`config.mk`:
```
export PLATFORM = sky130hd
export DESIGN_NAME = clk_ratio_ctrl
export DESIGN_NICKNAME = d
export VERILOG_FILES = /design/src/hw/clk_ratio_pkg.sv /design/src/hw/clk_ratio_ctrl.sv /design/src/hw/clk_ratio_div.sv
export SDC_FILE = /design/constraint.sdc
export NUM_CORES = 1
export LEC_CHECK = 0
export BUFFER_PORTS_ARGS = -buffer_cell sky130_fd_sc_hd__buf_2
export CAP_MARGIN = 10
export CORE_AREA = 2 2 122 88
export CTS_BUF_LIST = sky130_fd_sc_hd__clkbuf_4
export DETAILED_ROUTE_END_ITERATION = 7
export DIE_AREA = 0 0 124 90
export SETUP_SLACK_MARGIN = 0.4
export SYNTH_ARGS = -nofsm -noshare
export SYNTH_HDL_FRONTEND = slang
export SYNTH_HIERARCHICAL = 1
export SYNTH_SLANG_ARGS = --single-unit
```
`constraint.sdc`:
```
create_clock -name clk_sys -period 1.8 [get_ports clk_sys]
set_clock_uncertainty 0.15 [all_clocks]
set_input_delay 0.18 -clock clk_sys [delete_from_list [all_inputs] [get_ports clk_sys]]
set_output_delay 0.18 -clock clk_sys [all_outputs]
set_load 0.01 [all_outputs]
```
`src/hw/clk_ratio_pkg.sv`:
```
// Package: register map, field layout and encodings of the clock ratio block
package clk_ratio_pkg;

    // ========================================================
    // Register map (printed indices, byte address = 4 * index)
    localparam logic [9:0] IDX_SEL_A      = 10'h029;
    localparam logic [9:0] IDX_SEL_B      = 10'h02A;
    localparam logic [9:0] IDX_MODE_CTRL  = 10'h040;
    localparam logic [9:0] IDX_STATUS     = 10'h041;
    localparam int         ADDR_W         = 12;

    // ========================================================
    // Field positions
    localparam int SEL_A_FREQ_A   = 0;
    localparam int SEL_A_FREQ_B   = 1;
    localparam int SEL_A_SUBRATIO = 2;
    localparam int SEL_A_SUBSTOP  = 3;
    localparam int SEL_B_RATIO_LO = 0;
    localparam int SEL_B_FREQ_C   = 2;
    localparam int SEL_B_FREQ_D   = 3;

    // ========================================================
    // Reset values
    localparam logic [3:0] SEL_A_RST = 4'h0;
    localparam logic [3:0] SEL_B_RST = 4'h0;

    // ========================================================
    // Ratio encodings: 00 /4, 01 /8, 10 /16, 11 /32
    localparam logic [1:0] RATIO_DIV4  = 2'h0;
    localparam logic [1:0] RATIO_DIV32 = 2'h3;
    localparam logic [4:0] DIV_MAX     = 5'h1F;

    // Subsystem ratio 0 -> /4 (122 us cycle), 1 -> /8 (244 us cycle)
    localparam logic       SUB_DIV4   = 1'b0;
    localparam logic [2:0] SUB_MAX4   = 3'h3;
    localparam logic [2:0] SUB_MAX8   = 3'h7;

    // ========================================================
    // Power modes
    typedef enum logic [2:0] {
        MODE_ACTIVE    = 3'b000,
        MODE_STANDBY   = 3'b001,
        MODE_STOP      = 3'b010,
        MODE_WATCH     = 3'b011,
        MODE_SUBACTIVE = 3'b100
    } pwr_mode_e;

    // Mode request pulses from the CPU core
    typedef struct packed {
        logic stop_instr;
        logic standby_instruction;
        logic wake_irq;
        logic stop_cancel;
    } mode_req_s;

    // Ratio state bundle, unused: the divider takes run and max_cnt instead
    typedef struct packed {
        logic       run;
        logic [1:0] ratio;
    } div_cfg_s;

endpackage

```
`src/hw/clk_ratio_ctrl.sv`:
```
// Top: system and subsystem clock ratio control with Avalon-MM registers
// ========================================================
// What this block does
// - Main clock divided by 4, 8, 16 or 32 from ratio bits 0-1.
// - Ratio bits apply only in watch mode or on direct transfer; frequency bits apply at once.
// - Active-mode writes keep the old ratio until watch then active.
// - Subactive-mode writes apply on entering active via watch or directly.
// - After reset or stop cancel, strap high gives /4, low gives /32.
// - Subsystem clock divided by 4 or 8 from bit 2 of select A.
// - Subsystem ratio bit applies immediately after write.
// - Watch entered by stop with watch select, or stop/standby in subactive.
// - Subactive instruction cycle is 244 us or 122 us by the sub ratio bit.
//
// Local design decision: the Avalon-MM interface to the registers.
module clk_ratio_ctrl
(
    // Clock and reset
    input  wire logic                    clk_sys,
    input  wire logic                    rst_n,
    // Avalon-MM slave
    input  wire logic [11:0]             avs_address,
    input  wire logic                    avs_read,
    input  wire logic                    avs_write,
    input  wire logic [31:0]             avs_writedata,
    input  wire logic [3:0]              avs_byteenable,
    output logic      [31:0]             avs_readdata,
    output logic                         avs_waitrequest,
    // Core mode requests and pins
    input  wire clk_ratio_pkg::mode_req_s mode_req,
    input  wire logic                    ratio_strap,
    // Clock enables and status out
    output logic                         main_clk_tick,
    output logic                         sub_clk_tick,
    output clk_ratio_pkg::pwr_mode_e     pwr_mode,
    output logic [3:0]                   freq_bits
);

    // ========================================================
    // Registers
    logic [3:0]               sel_a_r;
    logic [3:0]               sel_b_r;
    logic [1:0]               ratio_applied_r;
    logic                     watch_select_bit_r;
    logic                     low_speed_r;
    logic                     direct_r;
    logic                     pending_r;
    logic                     strap_load_r;
    logic                     ack_r;
    clk_ratio_pkg::pwr_mode_e mode_r;
    clk_ratio_pkg::pwr_mode_e mode_nxt;
    logic                     main_tick_w;
    logic                     sub_tick_w;
    logic [9:0]               idx;
    logic                     wr_en;
    logic                     main_run;

    assign idx   = avs_address[11:2];
    assign wr_en = avs_write && !ack_r && avs_byteenable[0];

    // ========================================================
    // Bus handshake: one wait cycle, answer on the second edge
    // Waitrequest is a flop of its own so the port stays registered
    always_ff @(posedge clk_sys)
    begin
        if (!rst_n)
        begin
            ack_r           <= 1'b0;
            avs_waitrequest <= 1'b1;
        end
        else
        begin
            ack_r           <= (avs_read || avs_write) && !ack_r;
            avs_waitrequest <= !((avs_read || avs_write) && !ack_r);
        end
    end

    // Writes land on the first cycle; bus data stays held until ack
    always_ff @(posedge clk_sys)
    begin
        if (!rst_n)
        begin
            sel_a_r            <= clk_ratio_pkg::SEL_A_RST;
            sel_b_r            <= clk_ratio_pkg::SEL_B_RST;
            watch_select_bit_r <= 1'b0;
            low_speed_r        <= 1'b0;
            direct_r           <= 1'b0;
        end
        else
        begin
            if (wr_en && idx == clk_ratio_pkg::IDX_SEL_A)
                sel_a_r <= avs_writedata[3:0];
            if (wr_en && idx == clk_ratio_pkg::IDX_SEL_B)
                sel_b_r <= avs_writedata[3:0];
            if (wr_en && idx == clk_ratio_pkg::IDX_MODE_CTRL)
            begin
                watch_select_bit_r <= avs_writedata[0];
                low_speed_r        <= avs_writedata[1];
                // Direct transfer only settable in subactive
                direct_r <= avs_writedata[2]
                    && (mode_r == clk_ratio_pkg::MODE_SUBACTIVE);
            end
            else if (mode_r == clk_ratio_pkg::MODE_ACTIVE)
                direct_r <= 1'b0;
        end
    end

    always_ff @(posedge clk_sys)
    begin
        if (!rst_n)
            avs_readdata <= 32'h0000_0000;
        else if (avs_read && !ack_r)
        begin
            avs_readdata <= 32'h0000_0000;
            case (idx)
                clk_ratio_pkg::IDX_SEL_A:
                    avs_readdata[3:0] <= sel_a_r;
                clk_ratio_pkg::IDX_SEL_B:
                    avs_readdata[3:0] <= sel_b_r;
                clk_ratio_pkg::IDX_MODE_CTRL:
                    avs_readdata[2:0] <= {direct_r, low_speed_r,
                                          watch_select_bit_r};
                clk_ratio_pkg::IDX_STATUS:
                    avs_readdata[6:0] <= {pending_r, ratio_applied_r,
                                          1'b0, mode_r};
                default:
                    avs_readdata <= 32'h0000_0000;
            endcase
        end
    end

    // ========================================================
    // Power mode sequencing
    always_comb
    begin
        mode_nxt = mode_r;
        case (mode_r)
            clk_ratio_pkg::MODE_ACTIVE:
                if (mode_req.stop_instr)
                    mode_nxt = watch_select_bit_r
                        ? clk_ratio_pkg::MODE_WATCH
                        : clk_ratio_pkg::MODE_STOP;
                else if (mode_req.standby_instruction)
                    mode_nxt = clk_ratio_pkg::MODE_STANDBY;
            clk_ratio_pkg::MODE_STANDBY:
                if (mode_req.wake_irq)
                    mode_nxt = clk_ratio_pkg::MODE_ACTIVE;
            clk_ratio_pkg::MODE_STOP:
                if (mode_req.stop_cancel)
                    mode_nxt = clk_ratio_pkg::MODE_ACTIVE;
            clk_ratio_pkg::MODE_WATCH:
                if (mode_req.wake_irq)
                    mode_nxt = low_speed_r
                        ? clk_ratio_pkg::MODE_SUBACTIVE
                        : clk_ratio_pkg::MODE_ACTIVE;
            clk_ratio_pkg::MODE_SUBACTIVE:
                if (mode_req.stop_instr || mode_req.standby_instruction)
                    mode_nxt = (direct_r && !low_speed_r)
                        ? clk_ratio_pkg::MODE_ACTIVE
                        : clk_ratio_pkg::MODE_WATCH;
            default:
                mode_nxt = clk_ratio_pkg::MODE_ACTIVE;
        endcase
    end

    always_ff @(posedge clk_sys)
    begin
        if (!rst_n)
            mode_r <= clk_ratio_pkg::MODE_ACTIVE;
        else
            mode_r <= mode_nxt;
    end

    // ========================================================
    // Main ratio: strap after reset, shadowed until watch or direct transfer
    always_ff @(posedge clk_sys)
    begin
        if (!rst_n)
            strap_load_r <= 1'b1;
        else
            strap_load_r <= (mode_r == clk_ratio_pkg::MODE_STOP)
                && mode_req.stop_cancel;
    end

    always_ff @(posedge clk_sys)
    begin
        if (!rst_n)
            ratio_applied_r <= clk_ratio_pkg::RATIO_DIV32;
        else if (strap_load_r)
            ratio_applied_r <= ratio_strap
                ? clk_ratio_pkg::RATIO_DIV4
                : clk_ratio_pkg::RATIO_DIV32;
        else if (mode_r == clk_ratio_pkg::MODE_WATCH)
            // Main clock is stopped here, so the swap is glitch free
            ratio_applied_r <= sel_b_r[1:0];
        else if (mode_r == clk_ratio_pkg::MODE_SUBACTIVE
                 && mode_nxt == clk_ratio_pkg::MODE_ACTIVE)
            ratio_applied_r <= sel_b_r[1:0];
    end

    always_ff @(posedge clk_sys)
    begin
        if (!rst_n)
            pending_r <= 1'b0;
        else
            pending_r <= sel_b_r[1:0] != ratio_applied_r;
    end

    // ========================================================
    // Dividers
    assign main_run = mode_r == clk_ratio_pkg::MODE_ACTIVE
        || mode_r == clk_ratio_pkg::MODE_STANDBY;

    clk_ratio_div u_main_div
    (
        .clk_sys (clk_sys),
        .rst_n   (rst_n),
        .run     (main_run),
        // 2^(ratio+2)-1: /4, /8, /16, /32
        .max_cnt (5'(clk_ratio_pkg::DIV_MAX
                  >> (2'd3 - ratio_applied_r))),
        .tick    (main_tick_w)
    );

    clk_ratio_div u_sub_div
    (
        .clk_sys (clk_sys),
        .rst_n   (rst_n),
        .run     (!sel_a_r[clk_ratio_pkg::SEL_A_SUBSTOP]
                  || mode_r != clk_ratio_pkg::MODE_STOP),
        .max_cnt ({2'b00,
                   sel_a_r[clk_ratio_pkg::SEL_A_SUBRATIO]
                   == clk_ratio_pkg::SUB_DIV4
                   ? clk_ratio_pkg::SUB_MAX4
                   : clk_ratio_pkg::SUB_MAX8}),
        .tick    (sub_tick_w)
    );

    always_ff @(posedge clk_sys)
    begin
        if (!rst_n)
        begin
            main_clk_tick <= 1'b0;
            sub_clk_tick  <= 1'b0;
            pwr_mode      <= clk_ratio_pkg::MODE_ACTIVE;
            freq_bits     <= 4'h0;
        end
        else
        begin
            main_clk_tick <= main_tick_w;
            sub_clk_tick  <= sub_tick_w;
            pwr_mode      <= mode_r;
            // Frequency bits pass at once to tone/timebase logic
            freq_bits <= {sel_b_r[clk_ratio_pkg::SEL_B_FREQ_D],
                          sel_b_r[clk_ratio_pkg::SEL_B_FREQ_C],
                          sel_a_r[clk_ratio_pkg::SEL_A_FREQ_B],
                          sel_a_r[clk_ratio_pkg::SEL_A_FREQ_A]};
        end
    end

endmodule

```
`src/hw/clk_ratio_div.sv`:
```
// Leaf: programmable power-of-two clock enable divider
module clk_ratio_div
(
    // Clock and reset
    input  wire logic       clk_sys,
    input  wire logic       rst_n,
    // Control
    input  wire logic       run,
    input  wire logic [4:0] max_cnt,
    // Output tick
    output logic            tick
);

    logic [4:0] cnt_r;

    always_ff @(posedge clk_sys)
    begin
        if (!rst_n || !run)
        begin
            cnt_r <= 5'h00;
            tick  <= 1'b0;
        end
        else if (cnt_r >= max_cnt)
        begin
            cnt_r <= 5'h00;
            tick  <= 1'b1;
        end
        else
        begin
            cnt_r <= cnt_r + 5'h01;
            tick  <= 1'b0;
        end
    end

endmodule

```
Word-level counts from Yosys, hierarchy flattened --
Cells that the tools add are included.
Word-level totals: register bits after elaboration 48, bits of input ports 57, output and inout bits 42, logic and storage cells 88
Operators by class: add/sub/neg operators 3, magnitude comparators 2, eq/ne operators 10, shifts and indexed selects 1, muxes and demuxes 22, reduce and logical (&&, ||, !) cells 30
Operators by type and width (count):
- 2-to-1 mux 3 bit | 9
- equality test 10 x 6 -> 1 bit, second input constant | 2
- equality test 10 x 7 -> 1 bit, second input constant | 2
- case mux 3 bit (5 select lines) | 1
- case mux 3 bit (4 select lines) | 1
- logical AND 1 bit | 11
- adder 5 x 1 -> 5 bit, second input constant | 2
- 2-to-1 mux 2 bit | 5
- zero test 1 bit | 7
- equality test 3 x 2 -> 1 bit, second input constant | 2
- zero test 3 bit | 2
- logical OR 1 bit | 6
- greater-or-equal comparator 5 x 3 -> 1 bit | 1
- greater-or-equal comparator 5 bit | 1
- 2-to-1 mux 1 bit | 5
- right shift 5 x 2 -> 5 bit, first input constant | 1
- OR reduction 2 bit | 2
- equality test 3 x 1 -> 1 bit, second input constant | 1
- equality test 3 bit, second input constant | 1
- != test 3 x 2 -> 1 bit, second input constant | 1
- nonzero test 3 bit | 1
- != test 2 bit | 1
- case mux 1 bit (2 select lines) | 1
- nonzero test 2 bit | 1
- subtractor 2 bit, first input constant | 1

Longest topological paths before layout --
Gate-level depths: netlist of the first run.
depth after elaboration 10, depth in mapped cells 7

Modules after synthesis --
Netlist of the first run, hierarchy kept.
Modules (own cells, without submodules):
- clk_ratio_ctrl | instances 1, cells each 200, area each 1790.5 um2, sequential area each 720.7 um2
- clk_ratio_div | instances 2, cells each 36, area each 330.3 um2, sequential area each 120.1 um2

Worst setup path after synthesis of the first run --
Ideal clock, no wire load.
path type input to register, start input port avs_address[4], end register sel_a_r[0], data arrival time 1.520 ns, data required time 1.534 ns, slack 0.014 ns, stages on the path 5, buffers on the path 0, cell sequence or3_4 -> or3b_4 -> nor3_4 -> mux2i_1 -> nor2b_1
On the way: word-level cells in the longest chain between the ends 2
Ends and longest elaborated chain:
- start, declared | RTL line clk_ratio_ctrl.sv:21 | input wire logic [11:0] avs_address,
- equality test 10 x 6 -> 1 bit | RTL line clk_ratio_ctrl.sv:90 | if (wr_en && idx == clk_ratio_pkg::IDX_SEL_A)
- logical AND 1 bit | RTL line clk_ratio_ctrl.sv:90
- end signal, assigned | RTL line clk_ratio_ctrl.sv:82 | sel_a_r <= clk_ratio_pkg::SEL_A_RST;
- end signal, assigned | RTL line clk_ratio_ctrl.sv:91 | sel_a_r <= avs_writedata[3:0];
- end, declared | RTL line clk_ratio_ctrl.sv:40 | logic [3:0] sel_a_r;
Every way passes these cells. A chain may end at the register's enable or synchronous reset.

Final worst setup path of the first run --
start register ratio_applied_r[0], end register u_main_div.tick
On the way: word-level cells in the longest chain between the ends 4
Ends and longest elaborated chain:
- start, declared | RTL line clk_ratio_ctrl.sv:42 | logic [1:0] ratio_applied_r;
- start signal, assigned | RTL line clk_ratio_ctrl.sv:187 | ratio_applied_r <= clk_ratio_pkg::RATIO_DIV32;
- start signal, assigned | RTL line clk_ratio_ctrl.sv:189 | ratio_applied_r <= ratio_strap
- start signal, assigned | RTL line clk_ratio_ctrl.sv:194 | ratio_applied_r <= sel_b_r[1:0];
- subtractor 2 bit | RTL line clk_ratio_ctrl.sv:220 | >> (2'd3 - ratio_applied_r))),
- right shift 5 x 2 -> 5 bit | RTL line clk_ratio_ctrl.sv:219 | .max_cnt (5'(clk_ratio_pkg::DIV_MAX
- greater-or-equal comparator 5 bit | RTL line clk_ratio_div.sv:23 | else if (cnt_r >= max_cnt)
- 2-to-1 mux 1 bit | RTL line clk_ratio_div.sv:23
- end signal, assigned | RTL line clk_ratio_div.sv:21 | tick <= 1'b0;
- end signal, assigned | RTL line clk_ratio_div.sv:26 | tick <= 1'b1;
- end signal, assigned | RTL line clk_ratio_div.sv:31 | tick <= 1'b0;
- end, declared | RTL line clk_ratio_div.sv:11 | output logic tick
Every way passes these cells.

==> metrics list, run 1 <==
- Fin area: 3317 sq um
- VDD sags by at most 0.3473 mV.
* Wire length reported by the detailed router: 5.778 mm
- In the finished design, the share of the clock period the worst path needs comes to 88.11%.
- Routability-driven placement finished with a final weighted congestion of 0.7892.
- Die boundary height: 90 um
- Chip width: 124 um
- Cts bufs inserted: 5
* Number of library cell types mapped by synthesis: 49
* Combined area of all synthesized cells: 2451 sq um
* Fin nets: 415
* Leak: 1.398 nW
- Counting instances, the worst hold path has a depth of 2.
* First-pass DRT Iterations: 4
* Placement-stage worst setup slack: -125.6 ps
- CTS placed an instance of sky130_fd_sc_hd__clkbuf_4 at the clock tree root.
- Initial antenna violation count: 0
- Of all nets on the critical path, the largest fanout is 6.
- Global-route usage over all layers: 10.71%
* Number of design-rule violations left by the first detailed-router iteration: 83
- Number of flops mapped to enable cells by yosys: 0
* Mean cell area of the mapped netlist: 9.011 sq um
- Multiplexer share of the synthesized area: 4.084%
- Row generation in the floorplan step produced 31 rows.
* Number of slew-limit violations in the final report: 0
- Average routed wire per standard cell: 12.04 um
- Setup slack on the worst reg-to-reg path comes out at 210 ps.
- Leaving out fill and tap cells, the most frequent cell in the layout is sky130_fd_sc_hd__dfxtp_1.
* Most frequent cells in the layout: 40 x sky130_fd_sc_hd__dfxtp_1, 38 x sky130_fd_sc_hd__buf_2, 31 x sky130_fd_sc_hd__conb_1
- Total core area: 10,080 sq um
* Min setup slack post-route: 214.1 ps
- Data required time at the worst endpoint: 1960 ps
- Pwr/cell area: 658.2 nW/um^2
- Routed Antenna Nets: 0
* CP startpoint kind: register
- Post-synthesis compound-gate area fraction: 11.59%
- After synthesis the netlist holds a flip-flop and latch count of 48.
* Area of the die: 11,160 sq um
- Critical R2R Launch: ratio_applied_r[0]
- Number of vias in the routed layout: 1,963
- The first global-routing pass estimated 9.197 mm of wire.
- At the worst endpoint, the arrival time is 1750 ps.
- The endpoint identified for the worst register-to-register timing path is u_main_div/tick.
- Share of flip-flops with an asynchronous set or reset: 0%
* Worst setup path category: register to register
- The post-route netlist has 33.72% of its cells at a drive strength greater than 1.
* Initial core utilization: 24.31%
- The total overflow left after global routing is 0.
- Number of global-route vias before repair: 1,841
- Run status: complete, no violations
* Capture endpoint of the worst hold path: mode_r[0]
- Boundary pin count: 99
- # setup viols final: 0
- Insertion delay to the later sink of the worst-skew pair: 380 ps
- RSZ-0062 raised after global routing: yes
- Sequential element share of the synthesized area: 39.20%
- Pin count of the biggest net entering global routing: 25
* Placed Instance Area: 2865 sq um
- Deepest clock path buffer count: 2
- Fill cells in the final layout number 1,053.
- The worst setup path is captured at a register.
- Compared with the post-synthesis result, the final layout area differs by 35.32%.
- Number of buffer cells added on primary ports: 40
* Start point of the worst hold path: rst_n
* Most common flop cell mapped by yosys: sky130_fd_sc_hd__dfxtp_1
* Sum of net half-perimeters after detailed placement: 4.245 mm
* CTS tree: built
* Final hold vios: 0
- After synthesis, the largest family of logic cells by area is simple AND/OR/NAND/NOR gates.
* Number of cell instances on the worst register-to-register path: 7
* Fraction of synthesized cell area in xor and xnor cells: 2.859%
- Launching element of the worst setup path: ratio_applied_r[0]
- The H-tree was split into 2 levels.
- In this run the worst hold path is classified as input pin to register.
- Of the total synthesized cell area, the portion taken by AND, OR, NAND and NOR gates is 24.76%.
* Utilization of the core after routing: 32.89%
- In the routed design, unresolved DRC markers number 0.
- After Yosys synthesis, full adders, half adders and majority gates account for 6.126% of the synthesized area.
- Total clock sinks: 48
- Max capacitance violation total: 0
- Gate count of the mapped netlist: 272
- Count of warnings emitted by yosys: 6
* Post-CTS clock slew at the launch and capture registers of the worst setup and hold paths: 150 ps
- Post-detailed-route via-to-cell ratio: 4.090
* FMAX: 630.5 MHz
* Fin crit period: 1586 ps
worst max-delay path by stage:
stage                      end  slack [ps]  cells past startpoint
2_1_floorplan       sel_a_r[0]          70                      5
3_3_place_gp        sel_a_r[1]        -110                      6
3_5_place_dp        sel_a_r[0]        -130                      6
4_1_cts        u_main_div/tick         230                      7
5_1_grt        u_main_div/tick         150                      7
6_report       u_main_div/tick         210                      7
logic make-up (layout without fill, tap and decap cells):
group                    count (synthesis)  count (layout)
AND/OR/NAND/NOR                        105             105
XOR/XNOR                                 8               8
adder cells (fa/ha/maj)                 12              12
other                                    2              32
multiplexers                            10              10
flip-flops                              48              48
buffers and inverters                   47              93
AO/OA/AOI/OAI                           40              40
what timing repair did:
item / in CTS / in global routing
resized for setup: 28 / 14
endpoints found under the setup margin: 30 / 33
hold buffers: 10 / 0
pin swaps: 10 / 9
buffers inserted: 4 / 3
gates cloned: 0 / 0
endpoints found under the hold margin: 16 / 0
sequential cells by signal (all words and copies together), names as in the netlist, 2 cells and up:
signal	cells
avs_readdata	7
sel_a_r	4
mode_r	3
u_main_div/cnt_r	5
ratio_applied_r	2
freq_bits	4
pwr_mode	3
sel_b_r	4
u_sub_div/cnt_r	5
per-layer routing:
layer | part of all wire [%] | track usage, %
met1 | 54 | 15.50
met2 | 40 | 15.25
met3 | 5.7 | 3.363
met4 | 0.69 | 2.809
met5 | 0 | 0
per-stage QoR:
stage | power (mW) | std cells | setup TNS [ps] | hold WS (ps)
after floorplan | 1.380 | 301 | 0 | 137.3
after global placement | 1.430 | 454 | -761.3 | 267.6
after detailed placement | 1.439 | 454 | -934.7 | 261.5
after CTS | 2.186 | 476 | 0 | 49.38
after global routing | 2.316 | 479 | 0 | 49.97
final | 2.183 | 480 | 0 | 62.56
final cells by class:
cell class / count / area (sq um) / area share, %
multi-input combinational: 206 / 1563 / 47.11
sequential: 48 / 975.9 / 29.42
antenna: 1 / 2.502 / 0.07544
clock buffer: 5 / 37.54 / 1.132
clock inverter: 3 / 42.54 / 1.283
timing repair buffer: 72 / 481.7 / 14.52
inverter: 13 / 48.80 / 1.471
tap: 132 / 165.2 / 4.979
power breakdown:
| group | internal [mW] | switching (mW) |
|---|---|---|
| Combinational | 0.187 | 0.202 |
| Clock | 0.290 | 0.360 |
| Sequential | 1.10 | 0.0433 |
synthesized netlist by cell type (3+ instances only):
master                     number  area (sq um)
sky130_fd_sc_hd__nand2b_1       6         37.54
sky130_fd_sc_hd__o21ai_1        3         15.01
sky130_fd_sc_hd__inv_1         13         48.80
sky130_fd_sc_hd__xor2_1         4         35.03
sky130_fd_sc_hd__a21oi_1        4         20.02
sky130_fd_sc_hd__ha_1          12         150.1
sky130_fd_sc_hd__xnor2_1        4         35.03
sky130_fd_sc_hd__nand2_1       17         63.81
sky130_fd_sc_hd__and2_1        12         75.07
sky130_fd_sc_hd__o21ai_0        5         25.02
sky130_fd_sc_hd__mux2i_1       10         100.1
sky130_fd_sc_hd__nor3_1        11         55.05
sky130_fd_sc_hd__nor2b_1       15         93.84
sky130_fd_sc_hd__nand3_1       16         80.08
sky130_fd_sc_hd__clkbuf_1       8         30.03
sky130_fd_sc_hd__a21boi_1       4         30.03
sky130_fd_sc_hd__buf_4         25         187.7
sky130_fd_sc_hd__o211ai_1       3         22.52
sky130_fd_sc_hd__dfxtp_1       48         960.9
sky130_fd_sc_hd__a221oi_1       3         26.28
sky130_fd_sc_hd__nor2_1        10         37.54
critical path, stage by stage (launching register included):
cell and delay [ps]:
sky130_fd_sc_hd__dfxtp_4 380, sky130_fd_sc_hd__or2_4 240, sky130_fd_sc_hd__inv_2 60, sky130_fd_sc_hd__ha_4 110, sky130_fd_sc_hd__a21o_1 120, sky130_fd_sc_hd__a31oi_4 50, sky130_fd_sc_hd__o21ai_4 230, sky130_fd_sc_hd__nor2b_4 190
Note: power is estimated with default switching activity, not from simulation.
==> inputs of run 2 (changes only) <==
--- a/config.mk
+++ b/config.mk
@@ -11,6 +11,7 @@
 export CTS_BUF_LIST = sky130_fd_sc_hd__clkbuf_4
 export DETAILED_ROUTE_END_ITERATION = 7
 export DIE_AREA = 0 0 124 90
+export GPL_TIMING_DRIVEN = 0
 export SETUP_SLACK_MARGIN = 0.4
 export SYNTH_ARGS = -nofsm -noshare
 export SYNTH_HDL_FRONTEND = slang
==> run 2 against run 1 <==
The run now ends with negative hold slack left. Flip-flop and latch count did not move. Power rose by 2.5%. Critical path type is now input pin to register. Highest routed layer unchanged. Non-clock buffer count up 28. Clock power increased by 1%. Count of clock-buffer cells in the layout did not move.
==> metrics list, run 2 (same netlist as run 1, synthesis figures left out) <==
- STA classifies the critical path startpoint as an input pin.
* Flip-flop count of the largest register after layout: 7
- Share of total power consumed by net switching: 27.76%
- Placed Instance Area: 2975 sq um
- The floorplan step set the die height to 90 um.
- H-tree levels: 2
- In this run the remaining antenna-violating nets after routing total 0.
- Most frequent cells in the layout: 39 x sky130_fd_sc_hd__buf_4, 39 x sky130_fd_sc_hd__dfxtp_1, 37 x sky130_fd_sc_hd__buf_2
- First-pass DRT Iterations: 4
- The total count of max-transition violations in the final report is 0.
* Critical Path Fanout Max: 3
- The finished cells cover 3571 sq um.
- 0 antenna diodes ended up in the layout.
* Run status: finished with violations
- Remaining Overflow, GRT: 0
* Buffer type at the clock tree root: sky130_fd_sc_hd__clkbuf_4
- Using the TritonRoute via totals, the vias-per-cell ratio works out to 4.176.
- Number of global-route vias before repair: 2,128
- Post-CTS clock slew at the launch and capture registers of the worst setup and hold paths: 150 ps
- At the worst endpoint, the required time is 1980 ps.
- Normalized max-slew margin: 61.89%
* Row count: 31
- Share of layout cells above drive strength 1: 39.47%
* Critical Path Sink Type: register
* DRC violation count after routing: 0
- Port buffering added 40 buffers.
* Crit path arrival time: 1860 ps
* WL met3: 415 um
* Cts bufs inserted: 5
* Final hold vios: 1
- Largest vdd supply drop: 0.3089 mV
- Signal routing reaches up to met4.
- After detailed routing, the average wire length per cell comes to 12.07 um.
- Area added between synthesis and finish: 45.69%
- Total length of routed met2 wires: 2.571 mm
- Worst-margin pin slew: 570.4 ps
* Insertion delay to the later sink of the worst-skew pair: 370 ps
- Placement-stage worst setup slack: -158.7 ps
* Most flop-heavy register: avs_readdata
* CTS tree: built
* # setup viols final: 0
* P_sw: 0.6214 mW
- Combinational logic burns 20.3% of the power.
- For this design the static power due to leakage is 1.558 nW.
- Sum of net half-perimeters after detailed placement: 4.430 mm
* Fin crit period: 1681 ps
- In the final layout, flip-flops and latches occupy 977.2 sq um.
* FMAX: 595.0 MHz
- Fin nets: 443
* Number of vias in the routed layout: 2,117
- Entering global routing, the biggest net connects 16 pins.
- After the flow finishes, the layout carries non-filler instances totaling 507.
- Number of design-rule violations left by the first detailed-router iteration: 148
- RSZ-0062 raised after global routing: yes
- Measured along the x axis, the die boundary spans 124 um.
* Violations in the final reports: negative hold slack
- In the final timing run, aggregate negative setup slack is 0 ps.
- Boundary pin count: 99
* Path category of the worst min-delay check: input pin to register
- Total power for the finished layout comes to 2.238 mW.
* Pwr/cell area: 626.8 nW/um^2
- Wire length reported by the detailed router: 6.121 mm
- Share of the clock period used by the worst path: 93.37%
- The largest registers in the layout are avs_readdata (7), u_main_div/cnt_r (5), u_sub_div/cnt_r (5).
- Placed cell count: 473
* Cell Int Power: 1.617 mW
- For this configuration, the core starts out at a cell density of 24.31%.
* Initial antenna violation count: 0
* Clock power frac: 29.4%
* First-pass GRT wire length: 10.11 mm
* Deepest clock path buffer count: 2
- Fill cells in the final layout number 1,036.
- Routed metal-1 wirelength: 3.104 mm
- Worst setup path category: input pin to register
- Worst hold slack: -1.082 ps
- In this run the standard cell core region covers 10,080 sq um.
- Part of the power in registers: 50.4%
- Across the run, the number of max-cap violations was 0.
- Placer's final routability congestion estimate: 0.7976
* Total clock sinks: 48
- The worst path meets setup with 119.4 ps of slack.
- Area used by multi-input combinational logic: 1604 sq um
- The die covers 11,160 sq um.
- Across every metal layer, demand over resource in global routing totals 11.39%.
-- run 2: changes by cell type in the layout (fill, tap and decap cells not counted), sizes merged --
cell and delta:
buf +22, clkbuf +6, clkinv +1, clkinvlp -1, diode -1
-- run 2: repair_timing --
item | in CTS | in global routing
resized for setup | 35 | 35
pin swaps | 11 | 23
setup endpoints to repair | 33 | 34
gates cloned | 0 | 0
hold buffers | 10 | 0
setup buffers | 12 | 4
hold endpoints to repair | 18 | 0
-- run 2: power groups by stage --
stage | Clock, mW | Combinational, mW | Sequential, mW
detailed placement | 0 | 0.318 | 1.15
floorplan | 0 | 0.233 | 1.15
global placement | 0 | 0.310 | 1.15
CTS | 0.669 | 0.420 | 1.12
finish | 0.657 | 0.454 | 1.13
global route | 0.715 | 0.506 | 1.13
-- run 2: final timing paths --
check        slack (ps)                start  cells after the start                  end
max                 120      avs_address[10]                      8      avs_readdata[3]
min                  -1                rst_n                      3   u_sub_div/cnt_r[0]
max reg2reg         230   ratio_applied_r[0]                      7      u_main_div/tick
min reg2reg         300  u_main_div/cnt_r[0]                      1  u_main_div/cnt_r[0]
-- run 2: cell type report --
type	instances	share of cell area, %
Multi-Input combinational cell	206	44.92
Sequential cell	48	27.37
Timing Repair Buffer	66	12.61
Buffer	34	6.868
Tap cell	132	4.625
Inverter	13	1.367
Clock inverter	3	1.191
Clock buffer	5	1.051
-- run 2: metal layers --
metal	GRT usage, %	up-vias
met5	0	-
met3	3.109	4
li1	-	1088
met2	17.35	62
met4	1.966	0
met1	16.21	963
-- run 2: stage by stage --
stage,utilization [%],hold slack [ps]
after floorplan,-,137.3
after global placement,29.50,265.7
after detailed placement,29.50,270.0
after CTS,33.90,2.493
after global routing,35.41,15.26
final,35.41,-1.082
-- run 2: worst max-delay path: stages --
cell and delay [ps]:
sky130_fd_sc_hd__buf_6 90, sky130_fd_sc_hd__or3_4 390, sky130_fd_sc_hd__or3b_4 440, sky130_fd_sc_hd__buf_4 150
sky130_fd_sc_hd__buf_6 110, sky130_fd_sc_hd__a2bb2oi_2 130, sky130_fd_sc_hd__o31ai_2 230, sky130_fd_sc_hd__and2_1 150
==> inputs of run 3 (changes only) <==
--- a/config.mk
+++ b/config.mk
@@ -7,11 +7,12 @@
 export LEC_CHECK = 0
 export BUFFER_PORTS_ARGS = -buffer_cell sky130_fd_sc_hd__buf_2
 export CAP_MARGIN = 10
-export CORE_AREA = 2 2 122 88
+export CORE_AREA = 2 2 92 67
 export CTS_BUF_LIST = sky130_fd_sc_hd__clkbuf_4
 export DETAILED_ROUTE_END_ITERATION = 7
-export DIE_AREA = 0 0 124 90
+export DIE_AREA = 0 0 94 69
 export GPL_TIMING_DRIVEN = 0
+export PLACE_DENSITY = 0.77
 export SETUP_SLACK_MARGIN = 0.4
 export SYNTH_ARGS = -nofsm -noshare
 export SYNTH_HDL_FRONTEND = slang
==> run 3 against run 2 <==
The flow now finishes without violations. Core utilization increased by 26 points. Hold slack improved by 28 ps. Non-clock buffer count decreased by 3. Count of clock-buffer cells in the layout unchanged. Critical path depth decreased by 1. Routed wire length decreased by 7.6%. Sequential power about the same. Sequential share of layout area increased by 0.86 points. Combinational power about the same. Power decreased by 0.69%.
==> metrics list, run 3 (same netlist as run 1, synthesis figures left out) <==
- The run finished with clean final reports.
* Ordered cell list for the critical path: or2_4 -> inv_2 -> ha_4 -> a21o_1 -> a31oi_4 -> o21ai_4 -> nor2b_1
- The repair_antennas step left the layout with diodes totalling 0.
- The initial antenna violation count was 0.
* CTS tree: built
- Number of global-route vias before repair: 1,921
- Setup violations remaining at the end of the flow were counted as 0.
- Remaining Overflow, GRT: 0
- The register with the most flip-flops in the final layout is avs_readdata.
* WL met3: 413 um
- Utilization of the core after routing: 61.54%
* Routed Antenna Nets: 0
- CP startpoint kind: register
- Share of the clock period used by the worst path: 84.81%
- Critical Path Fanout Max: 6
* Top Metal Used: met4
- After legalization and detailed placement, the total HPWL measured 3.961 mm.
* Worst setup path category: register to register
- In this run the deepest clock path goes through 2 buffers.
* Count of buffering cells on the critical path with inverters included: 1
- Total clock sinks: 48
- The tool flagged a number of max-cap violations equal to 0.
- Layout Cells excl Fill: 447
* DRC violation count after routing: 0
- Worst hold slack: 27.11 ps
* Buffer type at the clock tree root: sky130_fd_sc_hd__clkbuf_4
- Total core area: 5612 sq um
* Wire length reported by the detailed router: 5.654 mm
- STA puts the critical path data arrival time at 1680 ps.
* Worst-margin pin slew: 678.8 ps
- In this run, CTS created clock tree buffers numbering 5.
* Most common cell after layout, fill and taps aside: sky130_fd_sc_hd__dfxtp_1
- Summing internal, switching and leakage power gives 2.223 mW.
* Row count: 23
- Critical Path Sink Type: register
* Most frequent cells in the layout: 41 x sky130_fd_sc_hd__dfxtp_1, 38 x sky130_fd_sc_hd__buf_2, 33 x sky130_fd_sc_hd__buf_4
- Broken down by cell family, the worst path's largest delay share belongs to simple AND/OR/NAND/NOR gates.
* Regs by FF count: avs_readdata (7), u_main_div/cnt_r (5), u_sub_div/cnt_r (5)
* Number of buffer cells added on primary ports: 40
- On the critical path, the stage with the largest delay is an instance of sky130_fd_sc_hd__dfxtp_4.
* Filler instances: 472
* Total length of routed met2 wires: 2.519 mm
- The initial utilization of the core area, before any placement, comes to 43.68%.
- Summing all placed instances gives a cell area of 2904 sq um.
* Data required time at the worst endpoint: 1960 ps
- Across the VDD grid, the largest voltage drop is 0.4639 mV.
- Headroom to the max-slew limit came out at 54.65%.
- The register with the most flip-flops in the layout has 7 of them.
- Average routed wire per standard cell: 12.65 um
- Routed metal-1 wirelength: 2.643 mm
- Pwr/cell area: 643.7 nW/um^2
- Across all layers, the routed design uses 2,124 vias.
- In the final timing run, aggregate negative setup slack is 0 ps.
* Placer's final routability congestion estimate: 0.8306
* Die boundary height: 69 um
* Number of slew-limit violations in the final report: 0
- Boundary pin count: 99
* First-pass DRT Iterations: 4
- Fin area: 3453 sq um
* Global-route usage over all layers: 17.00%
- Min setup slack post-route: 273.4 ps
* RSZ-0062 raised after global routing: yes
- The count of final hold-check violations was 0.
- After clock tree synthesis, the clock-pin slew on the worst setup and hold paths is 140 ps.
- Chip width: 94 um
* H-tree levels: 2
* First-pass GRT wire length: 8.887 mm
- OpenSTA, run right after detailed placement, puts the worst setup slack at -147.2 ps.
- The later pin in the worst-skew pair is clocked with a latency of 370 ps.
* Placed cell count: 416
- The die covers 6486 sq um.
- Path category of the worst min-delay check: input pin to register
* Fin crit period: 1527 ps
- Entering global routing, the biggest net connects 16 pins.
* Area added between synthesis and finish: 40.89%
- FMAX: 655.1 MHz
- Leak: 1.547 nW
* Delay of the slowest critical-path stage: 370 ps
* Share of layout cells above drive strength 1: 36.83%
* Number of design-rule violations left by the first detailed-router iteration: 116
* Post-detailed-route via-to-cell ratio: 4.752
* Fin nets: 440
==> run 3: layout make-up <==
cell class	count	area, sq um	area share [%]
tap	75	93.84	2.717
sequential	48	974.7	28.22
timing repair buffer	63	427.9	12.39
buffer	34	249.0	7.210
inverter	13	48.80	1.413
multi-input combinational	206	1579	45.72
clock buffer	5	37.54	1.087
clock inverter	3	42.54	1.232
==> run 3: per-layer routing <==
layer  vias up  global-route usage, %
li1       1081                      -
met1       968                  24.71
met2        64                  25.24
met3        11                  4.044
met4         0                  4.348
met5         -                      0
==> run 3: worst min-delay path: stages <==
cell and delay (ps):
sky130_fd_sc_hd__buf_2 140, sky130_fd_sc_hd__nand2_2 150, sky130_fd_sc_hd__nor3_2 50
==> run 3: final timing paths <==
| path | startpoint | to | slack, ps | cells past startpoint |
|---|---|---|---|---|
| worst max register to register | ratio_applied_r[0] | u_main_div/tick | 270 | 7 |
| worst min-delay path | rst_n | u_sub_div/cnt_r[0] | 30 | 3 |
| worst max-delay path | ratio_applied_r[0] | u_main_div/tick | 270 | 7 |
| worst min register to register | u_main_div/cnt_r[0] | u_main_div/cnt_r[0] | 300 | 1 |
==> run 3: repair_timing <==
item	4_1_cts	5_1_grt
resized for setup	31	33
cloned	0	0
hold endpoints to repair	18	0
buffers inserted	7	5
endpoints found under the setup margin	33	32
hold buffers	11	0
pin swaps	10	14
==> run 3: power by group <==
group / leakage [nW] / switching, mW / internal [mW]
sequential: 0.392 / 0.0286 / 1.10
clock: 0.0412 / 0.351 / 0.290
combinational: 1.11 / 0.226 / 0.226
total: 1.55 / 0.606 / 1.62
